--- config.mk ---
export PLATFORM = sky130hd
export DESIGN_NAME = hall_commutation_decoder
export DESIGN_NICKNAME = d
export VERILOG_FILES = /design/src/pkg/hcd_pkg.sv /design/src/pkg/hcd_dec_if.sv /design/src/rtl/hall_commutation_decoder.sv /design/src/rtl/hcd_decode.sv
export SDC_FILE = /design/constraint.sdc
export NUM_CORES = 1
export LEC_CHECK = 0
export BUFFER_PORTS_ARGS = -buffer_cell sky130_fd_sc_hd__clkbuf_2
export CORE_MARGIN = 5
export CORE_UTILIZATION = 41
export DETAILED_ROUTE_END_ITERATION = 12
export PLACE_DENSITY = 0.84
export SLEW_MARGIN = 20
export SYNTH_ARGS = -nofsm -noshare
export SYNTH_HDL_FRONTEND = slang
export SYNTH_SLANG_ARGS = --single-unit
--- constraint.sdc ---
create_clock -name clock_in -period 1.2 [get_ports clock_in]
set_input_delay 0.06 -clock clock_in [delete_from_list [all_inputs] [get_ports clock_in]]
set_output_delay 0.06 -clock clock_in [all_outputs]
set_load 0.05 [all_outputs]
--- src/pkg/hcd_pkg.sv ---
/*
 * Shared constants for the Hall commutation decoder: phase bit positions,
 * switch masks, Hall codes, input width and reset values.
 * Assumes every design file imports the whole package.
 */
`default_nettype none

package hcd_pkg;

    // phase positions inside a code or switch vector, U is the msb
    localparam int HCD_PH_U = 2;
    localparam int HCD_PH_V = 1;
    localparam int HCD_PH_W = 0;

    localparam int HCD_CODE_W = 3;
    localparam int HCD_HALL_W = 8;
    localparam int HCD_LATENCY = 2;

    typedef logic [HCD_CODE_W-1:0] hcd_code_t;
    typedef logic [HCD_CODE_W-1:0] hcd_sw_t;

    // switch masks: all off, then one-hot with one bit per phase
    localparam hcd_sw_t HCD_SW_OFF = 3'h0;
    localparam hcd_sw_t HCD_SW_U   = 3'h4;
    localparam hcd_sw_t HCD_SW_V   = 3'h2;
    localparam hcd_sw_t HCD_SW_W   = 3'h1;

    // Hall codes written as UVW
    localparam hcd_code_t HCD_CODE_000 = 3'h0;
    localparam hcd_code_t HCD_CODE_001 = 3'h1;
    localparam hcd_code_t HCD_CODE_010 = 3'h2;
    localparam hcd_code_t HCD_CODE_011 = 3'h3;
    localparam hcd_code_t HCD_CODE_100 = 3'h4;
    localparam hcd_code_t HCD_CODE_101 = 3'h5;
    localparam hcd_code_t HCD_CODE_110 = 3'h6;
    localparam hcd_code_t HCD_CODE_111 = 3'h7;

    // reset values
    localparam hcd_code_t HCD_CODE_RST  = 3'h0;
    localparam logic      HCD_DIR_RST   = 1'b0;
    localparam logic      HCD_PULSE_RST = 1'b0;

    // true when no more than one bit of a switch vector is set
    function automatic logic hcd_at_most_one(input hcd_sw_t x);
        return (x & (x - 3'h1)) == 3'h0;
    endfunction

endpackage

`default_nettype wire

--- src/pkg/hcd_dec_if.sv ---
/*
 * Carrier between the sampling stage and the commutation table.
 * Assumes the code and direction are held stable by registers upstream.
 */
`timescale 1ns/1ps
`default_nettype none

interface hcd_dec_if;
    import hcd_pkg::*;

    hcd_code_t code;
    logic      dir;
    hcd_sw_t   hs;
    hcd_sw_t   ls;
    logic      pulse;

    modport dec (input code, input dir, output hs, output ls, output pulse);
    modport ctl (output code, output dir, input hs, input ls, input pulse);
endinterface

`default_nettype wire

--- src/rtl/hall_commutation_decoder.sv ---
/*
 * Top of the Hall commutation decoder: compares each differential Hall
 * pair, samples code and direction, decodes and registers the six switch
 * commands and the rotation pulse.
 * Assumes Hall words and direction are synchronous to clock_in, and that
 * gate drivers downstream add their own dead time.
 */
// Notes on behaviour
// - a Hall phase reads high only when its positive input exceeds the negative one
// - each phase has its own pair; analog element or digital Hall IC both work
// - forward: 101 UhVl, 100 UhWl, 110 VhWl, 010 VhUl, 011 WhUl, 001 WhVl
// - reverse: 101 VhUl, 100 WhUl, 110 WhVl, 010 UhVl, 011 UhWl, 001 VhWl
// - pulse high forward on 100/010/001, reverse on 101/110/011, else low
`timescale 1ns/1ps
`default_nettype none

module hall_commutation_decoder
    import hcd_pkg::*;
#(
    parameter int HALL_W = HCD_HALL_W
) (
    input  wire logic              clock_in,
    input  wire logic              rst_n_in,
    input  wire logic              ce_in,
    input  wire logic [HALL_W-1:0] hall_u_pos_in,
    input  wire logic [HALL_W-1:0] hall_u_neg_in,
    input  wire logic [HALL_W-1:0] hall_v_pos_in,
    input  wire logic [HALL_W-1:0] hall_v_neg_in,
    input  wire logic [HALL_W-1:0] hall_w_pos_in,
    input  wire logic [HALL_W-1:0] hall_w_neg_in,
    input  wire logic              direction_select_in,
    output logic [2:0]             high_side_out,
    output logic [2:0]             low_side_out,
    output logic                   rotation_pulse_out
);

    // strict compare: equal inputs read low, so a floating or shorted pair stays low
    function automatic logic hcd_above(input logic [HALL_W-1:0] p, input logic [HALL_W-1:0] n);
        return p > n;
    endfunction

    hcd_code_t raw_code;
    hcd_code_t code_r;
    logic      dir_r;
    logic      cmd_safe;
    hcd_sw_t   hs_nxt;
    hcd_sw_t   ls_nxt;
    logic      pulse_nxt;
    hcd_sw_t   hs_r;
    hcd_sw_t   ls_r;
    logic      pulse_r;

    hcd_dec_if dec_if ();

    // one comparator per phase, a digital Hall IC simply drives full scale against a mid level
    assign raw_code[HCD_PH_U] = hcd_above(hall_u_pos_in, hall_u_neg_in);
    assign raw_code[HCD_PH_V] = hcd_above(hall_v_pos_in, hall_v_neg_in);
    assign raw_code[HCD_PH_W] = hcd_above(hall_w_pos_in, hall_w_neg_in);

    // sample stage: code and direction change together so the table never sees a mix
    always_ff @(posedge clock_in or negedge rst_n_in) begin
        if (!rst_n_in) begin
            code_r <= HCD_CODE_RST;
            dir_r  <= HCD_DIR_RST;
        end else if (ce_in) begin
            code_r <= raw_code;
            dir_r  <= direction_select_in;
        end
    end

    assign dec_if.code = code_r;
    assign dec_if.dir  = dir_r;

    hcd_decode u_decode (
        .dec_if (dec_if.dec)
    );

    // last-line interlock: any command that could short a leg is dropped to all off
    assign cmd_safe  = ((dec_if.hs & dec_if.ls) == HCD_SW_OFF) &&
                       hcd_at_most_one(dec_if.hs) && hcd_at_most_one(dec_if.ls);
    assign hs_nxt    = cmd_safe ? dec_if.hs : HCD_SW_OFF;
    assign ls_nxt    = cmd_safe ? dec_if.ls : HCD_SW_OFF;
    assign pulse_nxt = dec_if.pulse;

    // output stage: registered so gate drivers never see decode glitches
    always_ff @(posedge clock_in or negedge rst_n_in) begin
        if (!rst_n_in) begin
            hs_r    <= HCD_SW_OFF;
            ls_r    <= HCD_SW_OFF;
            pulse_r <= HCD_PULSE_RST;
        end else if (ce_in) begin
            hs_r    <= hs_nxt;
            ls_r    <= ls_nxt;
            pulse_r <= pulse_nxt;
        end
    end

    assign high_side_out      = hs_r;
    assign low_side_out       = ls_r;
    assign rotation_pulse_out = pulse_r;
endmodule // hall_commutation_decoder

`default_nettype wire

--- src/rtl/hcd_decode.sv ---
/*
 * Combinational commutation table: Hall code and direction to switch
 * commands and rotation pulse level.
 * Assumes the code arrives from a register; outputs are registered later.
 */
`timescale 1ns/1ps
`default_nettype none

module hcd_decode
    import hcd_pkg::*;
(
    hcd_dec_if.dec dec_if
);

    logic    u;
    logic    v;
    logic    w;
    logic    code_valid;
    logic    one_high;
    logic    two_high;
    hcd_sw_t lead_sw;
    hcd_sw_t lag_sw;

    assign u = dec_if.code[HCD_PH_U];
    assign v = dec_if.code[HCD_PH_V];
    assign w = dec_if.code[HCD_PH_W];

    // 000 and 111 are not a rotor position, the closed forms below give zero there
    assign code_valid = (dec_if.code != HCD_CODE_000) && (dec_if.code != HCD_CODE_111);

    // forward high side: 10x->U, x10->V, 0x1->W
    assign lead_sw[HCD_PH_U] = u & ~v;
    assign lead_sw[HCD_PH_V] = v & ~w;
    assign lead_sw[HCD_PH_W] = w & ~u;
    // forward low side: x01->V, 01x->U, 1x0->W
    assign lag_sw[HCD_PH_U] = v & ~u;
    assign lag_sw[HCD_PH_V] = w & ~v;
    assign lag_sw[HCD_PH_W] = u & ~w;

    // reverse is the forward table with high and low sides swapped
    assign dec_if.hs = dec_if.dir ? lead_sw : lag_sw;
    assign dec_if.ls = dec_if.dir ? lag_sw : lead_sw;

    // pulse: single-bit codes forward, two-bit codes reverse
    assign one_high = (dec_if.code == HCD_CODE_100) || (dec_if.code == HCD_CODE_010) ||
                      (dec_if.code == HCD_CODE_001);
    assign two_high = (dec_if.code == HCD_CODE_101) || (dec_if.code == HCD_CODE_110) ||
                      (dec_if.code == HCD_CODE_011);
    assign dec_if.pulse = code_valid & (dec_if.dir ? one_high : two_high);

endmodule // hcd_decode

`default_nettype wire

# Word-level counts from Yosys, hierarchy flattened
# Index checks and enable logic that the tools add are counted.
# Widths: inputs -> output; s select.
# classes
n_eq_ne,7
order_cmp,3
bitwise,13
reduce_logical,11
n_mux,5
add_sub_neg,2
# op_table
operator,n
$gt 8x8->1,3
$mux 3,4
$and 3x3->3,3
$eq 3x3->1 const B,3
$logic_not 3->1,3
$and 1x1->1,7
$eq 3x2->1 const B,2
$sub 3x1->3 const B,2
$logic_or 1x1->1,4
$eq 3x1->1 const B,1
$logic_and 1x1->1,3
$ne 3x3->1 const B,1
$not 1->1,3
$reduce_bool 3->1,1
$mux 1,1
# totals
output_inout_bits,7
wordCells,46
in_bits,52
register_bits,11

# Depth between registers and ports, before layout
# depth
depth_word,9
ltp_mapped,6
depth_no_buf,6

# By module
# From an unflattened synthesis, not the netlist that was laid out.
# hier_totals
hier_cells,148
hier_area_um2,1231.2
# by_module_without_submodules
mod,area_per_inst_um2,cells_each,seq_area_each_um2,n_inst
hall_commutation_decoder,1066.0,127,275.3,1
hcd_decode,165.2,21,0.0,1

# Worst setup path after synthesis
# No wires, ideal clock.
# synth_timing
kind,flip-flop to flip-flop
startpoint,reg dir_r (netlist: dec_if.dir)
endpoint,reg hs_r[2] (netlist: high_side_out[2])
path_stages_with_launch,4
setup_time_ns,0.082
n_path_buf,1
synth_period_minus_slack_ns,1.125
required_time_ns,1.118
path_slack_ns,0.075
arrival_time_ns,1.043
cell_sequence,dfrtp_1 buf_6 or3b_1 a31oi_1
# synth_between
elab_chain_cells,7
elab_cells_between_ends,13
classes_between,add/sub: 2; mux: 3; bitwise: 3; reduce/logical: 5
# synth_rtl
item,line,text
"start, declared",hall_commutation_decoder.sv:44,logic dir_r;
"start signal, assigned",hall_commutation_decoder.sv:67,dir_r <= direction_select_in;
$mux 3,hcd_decode.sv:41,assign dec_if.hs = dec_if.dir ? lead_sw : lag_sw;
$sub 3x1->3,hcd_pkg.sv:45,return (x & (x - 3'h1)) == 3'h0;
$and 3x3->3,hcd_pkg.sv:45,
$logic_not 3->1,hcd_pkg.sv:45,
$logic_and 1x1->1,hall_commutation_decoder.sv:79,assign cmd_safe = ((dec_if.hs & dec_if.ls) == HCD_SW_OFF) &&
$logic_and 1x1->1,hall_commutation_decoder.sv:80,hcd_at_most_one(dec_if.hs) && hcd_at_most_one(dec_if.ls);
$mux 3 (*),hall_commutation_decoder.sv:81,assign hs_nxt = cmd_safe ? dec_if.hs : HCD_SW_OFF;
"end signal, assigned",hall_commutation_decoder.sv:92,hs_r <= hs_nxt;
"end, declared",hall_commutation_decoder.sv:49,hcd_sw_t hs_r;
# Mark *: on every way between the ends. The rest lies on a longest branch, timed or not.
# A chain may end at the register's enable or synchronous reset.

# Worst setup path after layout
# layout_timing
startpoint,reg dir_r (netlist: dec_if.dir)
endpoint,reg ls_r[0] (netlist: low_side_out[0])
# layout_between
elab_chain_cells,7
elab_cells_between_ends,13
classes_between,add/sub: 2; mux: 3; bitwise: 3; reduce/logical: 5
# layout_rtl
item,line,text
$mux 3,hcd_decode.sv:41,
$sub 3x1->3,hcd_pkg.sv:45,
$and 3x3->3,hcd_pkg.sv:45,
$logic_not 3->1,hcd_pkg.sv:45,
$logic_and 1x1->1,hall_commutation_decoder.sv:79,
$logic_and 1x1->1,hall_commutation_decoder.sv:80,
$mux 3 (*),hall_commutation_decoder.sv:82,assign ls_nxt = cmd_safe ? dec_if.ls : HCD_SW_OFF;
"end signal, assigned",hall_commutation_decoder.sv:93,ls_r <= ls_nxt;
"end, declared",hall_commutation_decoder.sv:50,hcd_sw_t ls_r;
# Marks and branches as above.

==> flow_metrics.env <==
export IMPL_setup_viol=0
export IMPL_path_clk_slew_ps=70
export IMPL_dieArea_um2=3950
export IMPL_drt_iter0_markers=21
export IMPL_wirelength_um=2560
export IMPL_power_frac_comb_pct=46.4
export IMPL_switching_power_uw=529
export IMPL_switching_share_pct=38.3
export IMPL_track_usage_pct=13.7
export IMPL_timing_slew_headroom_pct=80.0
export IMPL_startpoint="dec_if.dir"
export IMPL_rsz0062_at_grt="yes"
export IMPL_cts_made_buffers=3
export IMPL_yosys_area_top_type="ha_1"
export IMPL_cts_tree="yes"
export IMPL_drv_cap=0
export IMPL_worst_setup_path_end_kind="register"
export IMPL_grt_max_degree=16
export IMPL_drive_above_1_share_pct=40.2
export IMPL_fin_nets=276
export IMPL_whs_path_depth=2
export IMPL_synthToLayoutAreaGrowth_pct=36.2
export IMPL_cts_root_buf="clkbuf_4"
export IMPL_ir_worst_vdd_mv=0.723
export IMPL_wl_per_cell_um=11.1
export IMPL_grt_pass1_wl_um=4460
export IMPL_die_h_um=62.8
export IMPL_die_w_um=62.8
export IMPL_gp_congestion=0.724
export IMPL_r2r_cells=3
export IMPL_period_share_pct=98.3
export IMPL_hp_start="direction_select_in"
export IMPL_ys_ff_latch=11
export IMPL_synth_simple_area_share_pct=17.8
export IMPL_synth_edf_count=0
export IMPL_muxShareOfSynthArea_pct=2.95
export IMPL_syn_avg_cell_area_um2=8.48
export IMPL_synth_top_area_share_pct=26.2
export IMPL_final_core_util_pct=57.5
export IMPL_overflow=0
export IMPL_r2r_start="dec_if.dir"
export IMPL_synthDistinctLibCells=23
export IMPL_antenna_found_initial=0
export IMPL_drc=0
export IMPL_hp_class="in2reg"
export IMPL_ys_top_cells_by_count="ha_1, inv_1, a21oi_1"
export IMPL_vias_per_cell=4.95
export IMPL_ys_top_cells_by_area="ha_1, dfrtp_1, inv_1"
export IMPL_numClockSinks=11
export IMPL_critPathMaxFanout=10
export IMPL_dpl_hpwl_um=2210
export IMPL_r2r_slack_ps=20
export IMPL_ys_seq_area_share_pct=24.0
export IMPL_core_rowCount=19
export IMPL_p_per_area_nw_per_um2=884
export IMPL_synthCells=135
export IMPL_outcome="completed"
export IMPL_fmax_ghz=0.848
export IMPL_synthXorXnorAreaFrac_pct=0.765
export IMPL_core_um2=2710
export IMPL_htreeDepth=1
export IMPL_path_class="reg2reg"
export IMPL_synth_flop_cell="dfrtp_1"
export IMPL_initial_core_util_pct=42.2
export IMPL_syn_nets=211
export IMPL_synth_top_family_by_area="adder cells"
export IMPL_firstDrtPassIters=2
export IMPL_io_pins=59
export IMPL_r2r_end="low_side_out[0]"
export IMPL_leakage_nw=0.864
export IMPL_p_int_uw=850
export IMPL_via_count=1139
export IMPL_port_buffers=58
export IMPL_synth_compound_area_share_pct=17.5
export IMPL_finalCriticalPeriod_ps=1180
export IMPL_grt_pass1_vias=1143
export IMPL_worst_ep_required_time_ps=1390
export IMPL_synthAdderAreaFrac_pct=26.2
export IMPL_syn_cell_area_um2=1140
export IMPL_yosysWarnings=0
export IMPL_antennaDiodeCount=0
export IMPL_setup_worst_path_end="low_side_out[0]"
export IMPL_worstSetupStartpointType="register"
export IMPL_drv_slew=0
export IMPL_clk_latency_ps=270
export IMPL_synth_async_sr_flop_share_pct=100
export IMPL_worst_slew_pin_transition_ps=299
export IMPL_cp_data_arrival_time_ps=1370
export IMPL_hold_worst_slack_ps=52.1
export IMPL_finClkSkew_ps=5.07
export IMPL_setup_tns_ps=0
export IMPL_cts_path_max_buffers=2
export IMPL_ant_nets=0
export IMPL_seqPwrFrac_pct=35.3
export IMPL_final_hold_viol_count=0
export IMPL_p_clk_share_pct=18.3
-- state kept, by name, indices dropped and copies added (netlist names) --
signal,count
high_side_out,3
low_side_out,3
rotation_pulse_out,1
code_r,3
dec_if.dir,1
-- timing repair --
| action | in CTS | in global routing |
|---|---|---|
| gates resized for setup | 0 | 6 |
| setup endpoints to repair | 1 | 5 |
| setup buffers | 1 | 1 |
| hold buffers | 1 | 0 |
| pin swaps | 2 | 0 |
| endpoints found under the hold margin | 11 | 0 |
-- layer usage --
metal  up-vias  global-route usage, %  part of all wire [%]
met5         -                      0                     0
met4         0                   5.57                  0.55
met3         2                   4.86                   7.8
met2        34                   22.5                    48
met1       496                   16.0                    44
li1        607                      -                     -
-- final cells by class --
type	count	area, µm²
tap	31	38.8
clock buffer	4	26.3
multi-input combinational	95	767
fill	256	1150
timing repair buffer	65	358
inverter	24	90.1
sequential	11	279
-- kinds of logic (layout without fill, tap and decap cells) --
family,Yosys count,after routing
XOR/XNOR,1,1
multiplexers,3,3
adder cells (fa/ha/maj),24,24
flip-flops,11,11
AND/OR/NAND/NOR,36,36
AO/OA/AOI/OAI,31,31
buffers and inverters,29,93
-- worst min path at each step --
stage	end
3_5_place_dp	low_side_out[1]
4_1_cts	dec_if.dir
5_1_grt	dec_if.dir
3_3_place_gp	low_side_out[1]
6_report	dec_if.dir
2_1_floorplan	code_r[0]
-- power by group through the flow --
stage	sequential (mW)	clock [mW]	combinational [mW]
after floorplan	0.606	0	0.288
after global placement	0.481	0	0.602
after detailed placement	0.485	0	0.612
after CTS	0.478	0.263	0.623
after global routing	0.496	0.284	0.716
final	0.486	0.252	0.640
-- through the flow --
step	area, µm²	instances	power, mW	setup WS (ps)
3_5_place_dp	1480	223	1.10	1.08
6_report	1560	230	1.38	20.5
5_1_grt	1560	230	1.50	-41.7
2_1_floorplan	1140	135	0.894	74.7
4_1_cts	1530	229	1.36	14.7
3_3_place_gp	1480	223	1.08	27.2
-- layout by cell type, fill, tap and decap left out, types with 2 or more instances in the layout --
cell	n
a21oi_1	16
nand2b_4	2
clkbuf_4	3
dfrtp_1	8
a31oi_1	3
or3b_1	3
buf_4	5
ha_1	24
nand3b_1	4
mux2_2	3
o221a_2	3
nor2_1	10
nor2b_1	3
inv_1	24
nand4_1	6
nand2_1	6
o211ai_1	7
clkbuf_2	58
dfrtp_2	3
-- worst max-delay path: stages, from the launching register on --
cell	delay, ps
dfrtp_1	410
buf_12	150
or3b_1	360
a31oi_1	180
Note: power is estimated with default switching activity, not from simulation.
